## config.mk

```make
export PLATFORM = sky130hd
export DESIGN_NAME = modbus_slave_function_handler
export DESIGN_NICKNAME = d
export VERILOG_FILES = /design/src/modbus_pkg.sv /design/src/hold_regs.sv /design/src/modbus_slave_function_handler.sv
export VERILOG_INCLUDE_DIRS = /design/src
export SDC_FILE = /design/constraint.sdc
export NUM_CORES = 2
export LEC_CHECK = 0
export BUFFER_PORTS_ARGS = -buffer_cell sky130_fd_sc_hd__buf_2
export CAP_MARGIN = 40
export CORE_MARGIN = 10
export CORE_UTILIZATION = 24
export DETAILED_ROUTE_END_ITERATION = 8
export SLEW_MARGIN = 20
export SYNTH_ARGS = -nofsm -noshare
export SYNTH_HDL_FRONTEND = slang
export SYNTH_HIERARCHICAL = 1
export SYNTH_SLANG_ARGS = --single-unit
```

## constraint.sdc

```tcl
create_clock -name core_clk -period 4.2 [get_ports core_clk]
set_clock_uncertainty 0.15 [all_clocks]
set_input_delay 0.84 -clock core_clk [delete_from_list [all_inputs] [get_ports core_clk]]
set_output_delay 0.84 -clock core_clk [all_outputs]
set_load 0.005 [all_outputs]
```

## src/modbus_params.svh

```systemverilog
// Purpose: constants of the modbus function handler
// Assumes: included by the design modules
// Notes: values are counts, codes and limits of the request decoder
`ifndef MODBUS_PARAMS_SVH
`define MODBUS_PARAMS_SVH

// ****************************************
// function codes
// ****************************************
`define FC_READ_COILS 8'h01
`define FC_READ_INPUTS 8'h02
`define FC_READ_HOLD 8'h03
`define FC_WRITE_COIL 8'h05
`define FC_WRITE_REG 8'h06
`define FC_DIAG 8'h08
`define FC_WRITE_COILS 8'h0f
`define FC_WRITE_REGS 8'h10

// ****************************************
// exception codes
// ****************************************
`define EXC_NONE 8'h00
`define EXC_FUNC 8'h01
`define EXC_ADDR 8'h02
`define EXC_VALUE 8'h03
`define EXC_FLAG 8'h80

// ****************************************
// limits and values
// ****************************************
`define MAX_REGS 16'h007d
`define MAX_BITS 16'h0010
`define BIT_RANGE 17'h00010
`define DIAG_LOOPBACK 16'h0000
`define COIL_ON 16'hff00
`define COIL_OFF 16'h0000
`define HOLD_COUNT 64
`define HOLD_LIMIT 16'h0040
`define HOLD_AW 6
`define DUMMY_WORD 16'h0000

`endif

```

## src/modbus_pkg.sv

```systemverilog
// Purpose: types shared by the modbus function handler
// Assumes: modbus_params.svh holds the numbers
// Notes: state of the handler is one packed struct
package modbus_pkg;

  typedef enum logic [2:0] {
    ST_IDLE,
    ST_WREGS,
    ST_WCOILS,
    ST_HDR,
    ST_DATA
  } state_t;

  typedef struct packed {
    state_t state;
    logic [7:0] func;
    logic [7:0] exc;
    logic [15:0] addr;
    logic [15:0] qty;
    logic [15:0] val;
    logic [6:0] cnt;
    logic cmd_pulse;
    logic [15:0] cmd_coil;
    logic wr_en;
    logic [15:0] wr_addr;
    logic [15:0] wr_data;
  } hstate_t;

endpackage : modbus_pkg

```

## src/hold_regs.sv

```systemverilog
// Purpose: holding register storage with dummy fill past the end
// Assumes: one write port, one asynchronous read port
// Notes: writes beyond the array are dropped silently
`timescale 1ns/10ps
`include "modbus_params.svh"
module hold_regs
  import modbus_pkg::*;
(
  input wire logic core_clk,
  input wire logic rst,
  input wire logic wr_en,
  input wire logic [15:0] wr_addr,
  input wire logic [15:0] wr_data,
  input wire logic [15:0] rd_addr,
  output logic [15:0] rd_data
);

  logic [15:0] mem [`HOLD_COUNT];

  always_ff @(posedge core_clk) begin
    if (rst) begin
      for (int i = 0; i < `HOLD_COUNT; i++) begin
        mem[i] <= 16'h0000;
      end
    end else if (wr_en && (wr_addr < `HOLD_LIMIT)) begin
      mem[wr_addr[`HOLD_AW-1:0]] <= wr_data;
    end
  end

  // positions that do not exist still answer, with the dummy word
  always_comb begin
    if (rd_addr < `HOLD_LIMIT) begin
      rd_data = mem[rd_addr[`HOLD_AW-1:0]];
    end else begin
      rd_data = `DUMMY_WORD;
    end
  end

endmodule : hold_regs

```

## src/modbus_slave_function_handler.sv

```systemverilog
// Purpose: dispatch decoded modbus requests and build the answers
// Assumes: framing, crc and slave-address match are done upstream
// Notes: answers leave as a header beat then data beats
//
// Function
// - coil status reads of up to 16 points, all below address 16, answer all zero
// - input status reads of up to 16 points, all below address 16, answer all zero
// - holding register reads return stored words, at most 125
// - single coil write ON fires the command of that coil
// - single register write stores the value at the address if it is below 64
// - diagnostics only supports loop-back, echoing data unchanged
// - loop-back answer always carries exactly one data register
// - multiple coil write, max 16, acts only on first coil
// - multiple register write, max 125, stores every value addressed below 64
// - broadcast requests are never acted upon nor answered
// - reads past existing registers answer full count with dummies
// - unsupported function codes answer illegal-function exception
// - coil write OFF is acknowledged but fires no command
// - requests with reception errors get no answer at all
`timescale 1ns/10ps
`include "modbus_params.svh"
module modbus_slave_function_handler
  import modbus_pkg::*;
(
  input wire logic core_clk,
  input wire logic rst,
  input wire logic req_valid,
  output logic req_ready,
  input wire logic [7:0] req_func,
  input wire logic [15:0] req_addr,
  input wire logic [15:0] req_qty,
  input wire logic [15:0] req_value,
  input wire logic req_broadcast,
  input wire logic req_bad,
  input wire logic dat_valid,
  output logic dat_ready,
  input wire logic [15:0] dat_word,
  output logic rsp_valid,
  input wire logic rsp_ready,
  output logic rsp_hdr,
  output logic rsp_last,
  output logic [15:0] rsp_word,
  output logic cmd_pulse,
  output logic [15:0] cmd_coil
);

  // ****************************************
  // helpers
  // ****************************************
  function automatic logic [7:0] check_req(input logic [7:0] f, input logic [15:0] a,
                                           input logic [15:0] q, input logic [15:0] v);
    logic [16:0] span;
    span = {1'b0, a} + {1'b0, q};
    unique case (f)
      `FC_READ_COILS, `FC_READ_INPUTS: begin
        if ((q == 16'h0000) || (q > `MAX_BITS)) check_req = `EXC_VALUE;
        else if (span > `BIT_RANGE) check_req = `EXC_ADDR;
        else check_req = `EXC_NONE;
      end
      `FC_READ_HOLD, `FC_WRITE_REGS: begin
        if ((q == 16'h0000) || (q > `MAX_REGS)) check_req = `EXC_VALUE;
        else check_req = `EXC_NONE;
      end
      `FC_WRITE_COILS: begin
        if ((q == 16'h0000) || (q > `MAX_BITS)) check_req = `EXC_VALUE;
        else check_req = `EXC_NONE;
      end
      `FC_WRITE_COIL: begin
        if ((v != `COIL_ON) && (v != `COIL_OFF)) check_req = `EXC_VALUE;
        else check_req = `EXC_NONE;
      end
      `FC_WRITE_REG: check_req = `EXC_NONE;
      `FC_DIAG: begin
        if (a != `DIAG_LOOPBACK) check_req = `EXC_FUNC;
        else check_req = `EXC_NONE;
      end
      default: check_req = `EXC_FUNC;
    endcase
  endfunction : check_req

  function automatic logic [6:0] data_beats(input logic [7:0] f, input logic [15:0] q);
    unique case (f)
      `FC_READ_COILS, `FC_READ_INPUTS: data_beats = 7'h01;
      `FC_READ_HOLD: data_beats = q[6:0];
      default: data_beats = 7'h02;
    endcase
  endfunction : data_beats

  // ****************************************
  // state
  // ****************************************
  hstate_t s_reg;
  hstate_t s_next;
  logic take;
  logic last_beat;
  logic [15:0] rd_addr;
  logic [15:0] rd_data;

  hold_regs u_hold (
    .core_clk(core_clk),
    .rst(rst),
    .wr_en(s_reg.wr_en),
    .wr_addr(s_reg.wr_addr),
    .wr_data(s_reg.wr_data),
    .rd_addr(rd_addr),
    .rd_data(rd_data)
  );

  // damaged or broadcast requests are swallowed without any trace
  assign take = req_valid && req_ready && !req_bad && !req_broadcast;
  assign rd_addr = s_reg.addr + {9'h000, s_reg.cnt};
  assign last_beat = (s_reg.cnt == data_beats(s_reg.func, s_reg.qty) - 7'h01);

  always_comb begin
    s_next = s_reg;
    s_next.cmd_pulse = 1'b0;
    s_next.wr_en = 1'b0;
    unique case (s_reg.state)
      ST_IDLE: begin
        if (take) begin
          s_next.func = req_func;
          s_next.addr = req_addr;
          s_next.qty = req_qty;
          s_next.val = req_value;
          s_next.cnt = 7'h00;
          s_next.exc = check_req(req_func, req_addr, req_qty, req_value);
          s_next.state = ST_HDR;
          if (s_next.exc == `EXC_NONE) begin
            unique case (req_func)
              `FC_WRITE_REGS: s_next.state = ST_WREGS;
              `FC_WRITE_COILS: s_next.state = ST_WCOILS;
              `FC_WRITE_COIL: begin
                s_next.cmd_pulse = (req_value == `COIL_ON);
                s_next.cmd_coil = req_addr;
              end
              `FC_WRITE_REG: begin
                s_next.wr_en = 1'b1;
                s_next.wr_addr = req_addr;
                s_next.wr_data = req_value;
              end
              default: s_next.state = ST_HDR;
            endcase
          end
        end
      end
      ST_WREGS: begin
        if (dat_valid) begin
          s_next.wr_en = 1'b1;
          s_next.wr_addr = rd_addr;
          s_next.wr_data = dat_word;
          if (s_reg.cnt == s_reg.qty[6:0] - 7'h01) begin
            s_next.cnt = 7'h00;
            s_next.state = ST_HDR;
          end else begin
            s_next.cnt = s_reg.cnt + 7'h01;
          end
        end
      end
      ST_WCOILS: begin
        // only the lowest coil of the sequence counts; the rest are dropped
        if (dat_valid) begin
          s_next.cmd_pulse = dat_word[0];
          s_next.cmd_coil = s_reg.addr;
          s_next.state = ST_HDR;
        end
      end
      ST_HDR: begin
        if (rsp_ready) begin
          s_next.state = (s_reg.exc != `EXC_NONE) ? ST_IDLE : ST_DATA;
        end
      end
      ST_DATA: begin
        if (rsp_ready) begin
          if (last_beat) begin
            s_next.state = ST_IDLE;
            s_next.cnt = 7'h00;
          end else begin
            s_next.cnt = s_reg.cnt + 7'h01;
          end
        end
      end
    endcase
  end

  always_ff @(posedge core_clk) begin
    if (rst) begin
      s_reg <= '0;
    end else begin
      s_reg <= s_next;
    end
  end

  // ****************************************
  // outputs
  // ****************************************
  assign req_ready = (s_reg.state == ST_IDLE);
  assign dat_ready = (s_reg.state == ST_WREGS) || (s_reg.state == ST_WCOILS);
  assign rsp_valid = (s_reg.state == ST_HDR) || (s_reg.state == ST_DATA);
  assign rsp_hdr = (s_reg.state == ST_HDR);
  assign rsp_last = ((s_reg.state == ST_HDR) && (s_reg.exc != `EXC_NONE)) ||
                    ((s_reg.state == ST_DATA) && last_beat);
  assign cmd_pulse = s_reg.cmd_pulse;
  assign cmd_coil = s_reg.cmd_coil;

  always_comb begin
    rsp_word = 16'h0000;
    if (s_reg.state == ST_HDR) begin
      if (s_reg.exc != `EXC_NONE) rsp_word = {s_reg.func | `EXC_FLAG, s_reg.exc};
      else rsp_word = {s_reg.func, `EXC_NONE};
    end else if (s_reg.state == ST_DATA) begin
      unique case (s_reg.func)
        `FC_READ_COILS, `FC_READ_INPUTS: rsp_word = 16'h0000;
        `FC_READ_HOLD: rsp_word = rd_data;
        `FC_WRITE_COILS, `FC_WRITE_REGS: rsp_word = (s_reg.cnt == 7'h00) ? s_reg.addr : s_reg.qty;
        default: rsp_word = (s_reg.cnt == 7'h00) ? s_reg.addr : s_reg.val;
      endcase
    end
  end
endmodule : modbus_slave_function_handler

```

# Word level (Yosys, flattened, before mapping)
# Memories as Yosys holds them, arrays and structs flattened.
# Cells that the tools add are included.
# W data, S select, Z words.
[totals] register_bits=124 latch_bits=0 ramBits=1024 mem_bits_ro=0 input_bits=79 output_inout_bits=38 wordCells=136 n_memories=1
[op_classes] addsub=5 n_mul=0 div=0 magnitude_cmp=5 n_eq_ne=31 shifts=0 n_mux=48 bitwise_logic=0 reduce_logical=34
[mem_list] memory="u_hold.mem" depth=64 width=16 rd=1 rd_ports_with_merged_regs=0 wr=64 line="hold_regs.sv:18" rtl="logic [15:0] mem [`HOLD_COUNT];"
[op_table] cell="$mux W124" count=1
[op_table] cell="$mux W16" count=7
[op_table] cell="$mux W33" count=2
[op_table] cell="$pmux W33 S2" count=1
[op_table] cell="$mux W50" count=1
[op_table] cell="$pmux W16 S3" count=1
[op_table] cell="$pmux W8 S6" count=1
[op_table] cell="$mux W17" count=2
[op_table] cell="$pmux W17 S2" count=1
[op_table] cell="$eq A8 B2 Y1 const B" count=4
[op_table] cell="$lt A16 B7 Y1 const B" count=2
[op_table] cell="$reduce_bool A16 Y1" count=2
[op_table] cell="$mux W7" count=4
[op_table] cell="$eq A8 B4 Y1 const B" count=3
[op_table] cell="$mux W3" count=7
[op_table] cell="$pmux W7 S3" count=1
[op_table] cell="$add A16 B16 Y17" count=1
[op_table] cell="$gt A17 B5 Y1 const B" count=1
[op_table] cell="$add A16 B7 Y16" count=1
[op_table] cell="$eq A16 B16 Y1 const B" count=1
[op_table] cell="$eq A8 B1 Y1 const B" count=2
[op_table] cell="$eq A8 B3 Y1 const B" count=2
[op_table] cell="$eq A8 B5 Y1 const B" count=2
[op_table] cell="$gt A16 B5 Y1 const B" count=1
[op_table] cell="other kinds (33)" count=72

# Logic depth before layout (Yosys ltp)
[logic_depth] ltp_word=11 depth_mapped=15 ltp_nobuf=14

# By module
# The synthesis kept the hierarchy.
[by_module_without_submodules] module="hold_regs" instances=1 cells_per_inst=2996 area_per_inst_um2=47235.3 seq_area_each_um2=30749.5
[by_module_without_submodules] module="modbus_slave_function_handler" instances=1 cells_per_inst=1054 area_per_inst_um2=7837.5 seq_area_each_um2=2362.3

# Least setup slack after synthesis
# Ideal clock, no wire load.
[synth_timing] path_kind="register to output" start="register s_reg[50] (netlist name)" end="output rsp_word[1]" arrival_time_ns=3.338 t_required_ns=3.210 path_slack_ns=-0.128 stages_incl_launch_ff=16 path_buffers=3 path_cell_list="dfxtp_1 -> ha_1 -> fa_1 -> a21o_1 -> a21oi_1 -> xnor2_1 -> clkbuf_1 -> clkbuf_1 -> clkbuf_1 -> nor2_1 -> a22oi_1 -> nand3_1 -> a21oi_1 -> o21ai_0 -> a221oi_1 -> o21ai_0"
[synth_between] elab_chain_cells=6 word_cells_on_any_way=10 cone_classes="1 x add/sub; 1 x order compare; 6 x mux; 1 x reduce/logical; 1 x memory"
[synth_rtl] element="from (decl)" line="modbus_slave_function_handler.sv:92" rtl="hstate_t s_reg;"
[synth_rtl] element="from (signal assigned)" line="modbus_slave_function_handler.sv:189" rtl="s_reg <= s_next;"
[synth_rtl] element="$add A16 B7 Y16 *" line="modbus_slave_function_handler.sv:111" rtl="assign rd_addr = s_reg.addr + {9'h000, s_reg.cnt};"
[synth_rtl] element="named net rd_addr[4]" line="modbus_slave_function_handler.sv:96" rtl="logic [15:0] rd_addr;"
[synth_rtl] element="$mem_v2 Z64 W16 or $lt A16 B7 Y1 (tied branches)"
[synth_rtl] element="$mux W16 *" line="hold_regs.sv:32" rtl="if (rd_addr < `HOLD_LIMIT) begin"
[synth_rtl] element="named net rd_data[1]" line="modbus_slave_function_handler.sv:97" rtl="logic [15:0] rd_data;"
[synth_rtl] element="$pmux W16 S3 *" line="modbus_slave_function_handler.sv:211" rtl="unique case (s_reg.func)"
[synth_rtl] element="$mux W16 *" line="modbus_slave_function_handler.sv:210" rtl="end else if (s_reg.state == ST_DATA) begin"
[synth_rtl] element="$mux W16 *" line="modbus_slave_function_handler.sv:207" rtl="if (s_reg.state == ST_HDR) begin"
[synth_rtl] element="to (decl)" line="modbus_slave_function_handler.sv:42" rtl="output logic [15:0] rsp_word,"
# The timed path passes the listed nets; every way through them passes the cells marked *.

# Worst setup path after layout
[layout_timing] start="register s_reg[89] (netlist name)" end="output rsp_word[0]"
# Same word-level chain as after synthesis.

==> metrics <==
placed cells=7161; routed length per instance=23.72 um; Clock Tree Root=clkbuf_16; register bit total from synthesis=between 1000 and 1500; Worst setup EP type=primary output; Final setup viols=17; Worst Path Arrival=4480 ps; Syn Area/Cell=~14 um2; area grow syn2layout=18.95%; Syn Nets=just over 4000; pin count of the biggest net entering global routing=66; maximum vdd drop=~0.37 mV; vias in the first global route=around 35000; vias per std cell=~4.8; Max Cap Viol=0; DR vias=about 36000; Sink Count=about 1100; RSZ-0062 raised after global routing=true; min-delay src=rst; status=finished with violations; Min-Delay Path Class=in -> reg; IO Port Bufs=about 120; Tcrit/Tclk final=130.3%; gpl congestion=about 1.0; CP max FO=6; first-pass GRT wire length=between 200 and 300 mm; Req. time, crit path=approximately 3200 ps; reg2reg setup slack=390 ps; Pre-Repair DR Iteration Count=6; Synth Instances=between 4000 and 5000; die height=approximately 500 um; startpoint types=flip-flop; CTS tree=yes; Rows=175; Top FF cell, synth=edfxtp_1; Worst-Skew Late Latency=between 700 and 800 ps; Initial Util=between 20% and 30%; Hold Fails Final Rpt=0; Die Width=between 400 and 500 um; Post-Syn Area=around 0.055 mm2; min Tclk post-route=between 5000 and 6000 ps; Worst Tran Pin Value=between 800 and 900 ps; Final Hold Slack=~150 ps; clock-pin transition on the worst setup and hold timing paths=approximately 70 ps; total track usage=approximately 14%; Non-Filler Instances=between 7000 and 8000; PnR worst setup slack=-1271 ps; Initial DRC Count=roughly 3800; Power Density=~380 mW/mm2; sequential area share after synthesis=60.12%; Reg2Reg Depth=11; Core ar.=~0.23 mm2; Fin Setup TNS=-19140 ps; DRC violations left=0; failing checks=negative setup slack; # nets final=about 4400; fraction of layout cells with a size suffix above 1=a little over a quarter; share of synthesized registers carrying an async set or reset=0%; Worst Hold Endpoint=s_reg[120]; EDFF count, synth=between 1000 and 1500; number of H-tree levels=3; Hold Crit Depth=2; area of the multi-input gates=between 0.02 and 0.025 mm2; register area=about 0.033 mm2; Clock Path Buffers=3; fin. max-slew vios=0; Antenna Nets Post-Route=0; post-DP HPWL=about 120 mm; Total Wirelength=roughly 180 mm; # IOs=approximately 120; total power=25.10 mW; Die Area=between 0.2 and 0.25 mm2; antenna violations before repair=5; Yosys cell types=a little over 90; max FFs per register=between 1000 and 1500; Synth warnings=6; R2R Path End=s_reg[121]; # fillers=about 23000; Reg2Reg Launch Point=s_reg[115]; WS Path Type=reg -> out; f_max=approximately 180 MHz; TritonCTS Buffers=120; Static Leak=about 23 nW; Post-Place Worst Slack=-827.5 ps; Worst slew margin=about two fifths; GR Overflow Total=0
[cell type report]
cell class | count | area share, %
Sequential cell | 1142 | 50.60
Multi-Input combinational cell | 2518 | 31.48
Timing Repair Buffer | 498 | 6.370
Tap cell | 3009 | 5.747
Clock buffer | 152 | 4.899
Clock inverter | 67 | 0.7697
Inverter | 22 | 0.1261
Antenna cell | 2 | 0.007640
[worst max-delay path by stage]
stage                          from      endpoint  cells after the start
after floorplan           s_reg[50]  rsp_word[10]                     14
after global placement    s_reg[50]   rsp_word[9]                     18
after detailed placement  s_reg[50]   rsp_word[9]                     18
after CTS                 s_reg[50]   rsp_word[8]                     18
after global routing      s_reg[89]   rsp_word[5]                     17
final                     s_reg[89]   rsp_word[0]                     15
[cell families after synthesis]
family	count (synthesis)	synth area share, %
AOI/OAI and AO/OA	464	5.818
xor gates and xnor gates	31	0.5180
adders and majority gates	29	0.6861
buffers and inverters	390	3.337
DFF	1142	60.12
muxes	307	11.41
and+or+nand+nor	1687	18.11
[cell usage after synthesis (24+ instances only)]
library cell,instances,share of area (%)
o22ai_1,49,0.56
nand2_1,278,1.9
a221oi_1,24,0.38
ha_1,27,0.61
mux2i_1,46,0.84
edfxtp_1,1024,56
a22oi_1,49,0.67
nor2_1,89,0.61
buf_2,41,0.37
clkbuf_2,42,0.38
dfxtp_1,118,4.3
nand3_1,24,0.22
a21oi_1,136,1.2
o21ai_0,49,0.45
a211oi_1,31,0.42
mux4_2,256,10
clkbuf_1,213,1.5
nor2_4,32,0.65
or2_2,78,0.89
and2_1,1031,12
[cell usage in the layout, fill, tap and decap left out, types with 21 or more instances in the layout]
cell type  instances
a211oi_1          21
a21oi_1          132
a22oi_1           48
and2_1          1030
buf_12            33
buf_2            115
buf_4            326
clkbuf_1          25
clkbuf_16        123
clkinv_1          27
clkinv_2          21
dfxtp_1           98
edfxtp_1        1024
ha_1              26
inv_1             22
mux2i_1           41
mux4_2           256
nand2_1          277
nand3_1           23
nor2_1            87
nor2_4            32
o21ai_0           32
o22ai_1           42
or2_2             77
[worst max-delay path, stage by stage (launching register included)]
cell	delay, ps
dfxtp_2	340
ha_4	160
fa_4	440
a21o_1	210
a21oi_2	150
buf_4	150
xnor2_4	100
buf_6	160
nand2_1	220
buf_4	200
o22ai_1	90
o21ai_0	600
a32o_2	390
a221oi_1	120
o21ai_1	230
buf_2	160
[power by group]
group	internal, mW	switching [mW]
clock	5.69	4.55
combinational	0.758	1.26
sequential	12.7	0.150
total	19.1	5.96
[timing repair]
action	4_1_cts	5_1_grt
pin swaps	27	35
hold buffers	0	0
setup buffers	16	3
resized for setup	80	42
endpoints found under the setup margin	17	17
cloned	7	0
[per-layer routing]
layer	vias to the layer above	track usage (%)	part of all wire [%]
met4	0	6.121	4.7
li1	15380	-	-
met2	1789	21.25	46
met1	18270	18.15	41
met5	-	0	0
met3	361	2.594	8.5
[stage by stage]
stage,utilization [%],instance area (um2)
floorplan,-,55090
global placement,26.63,60710
detailed placement,26.70,60860
CTS,28.62,65240
global route,28.74,65500
finish,28.74,65510
Power figures use the tool's default switching activity.
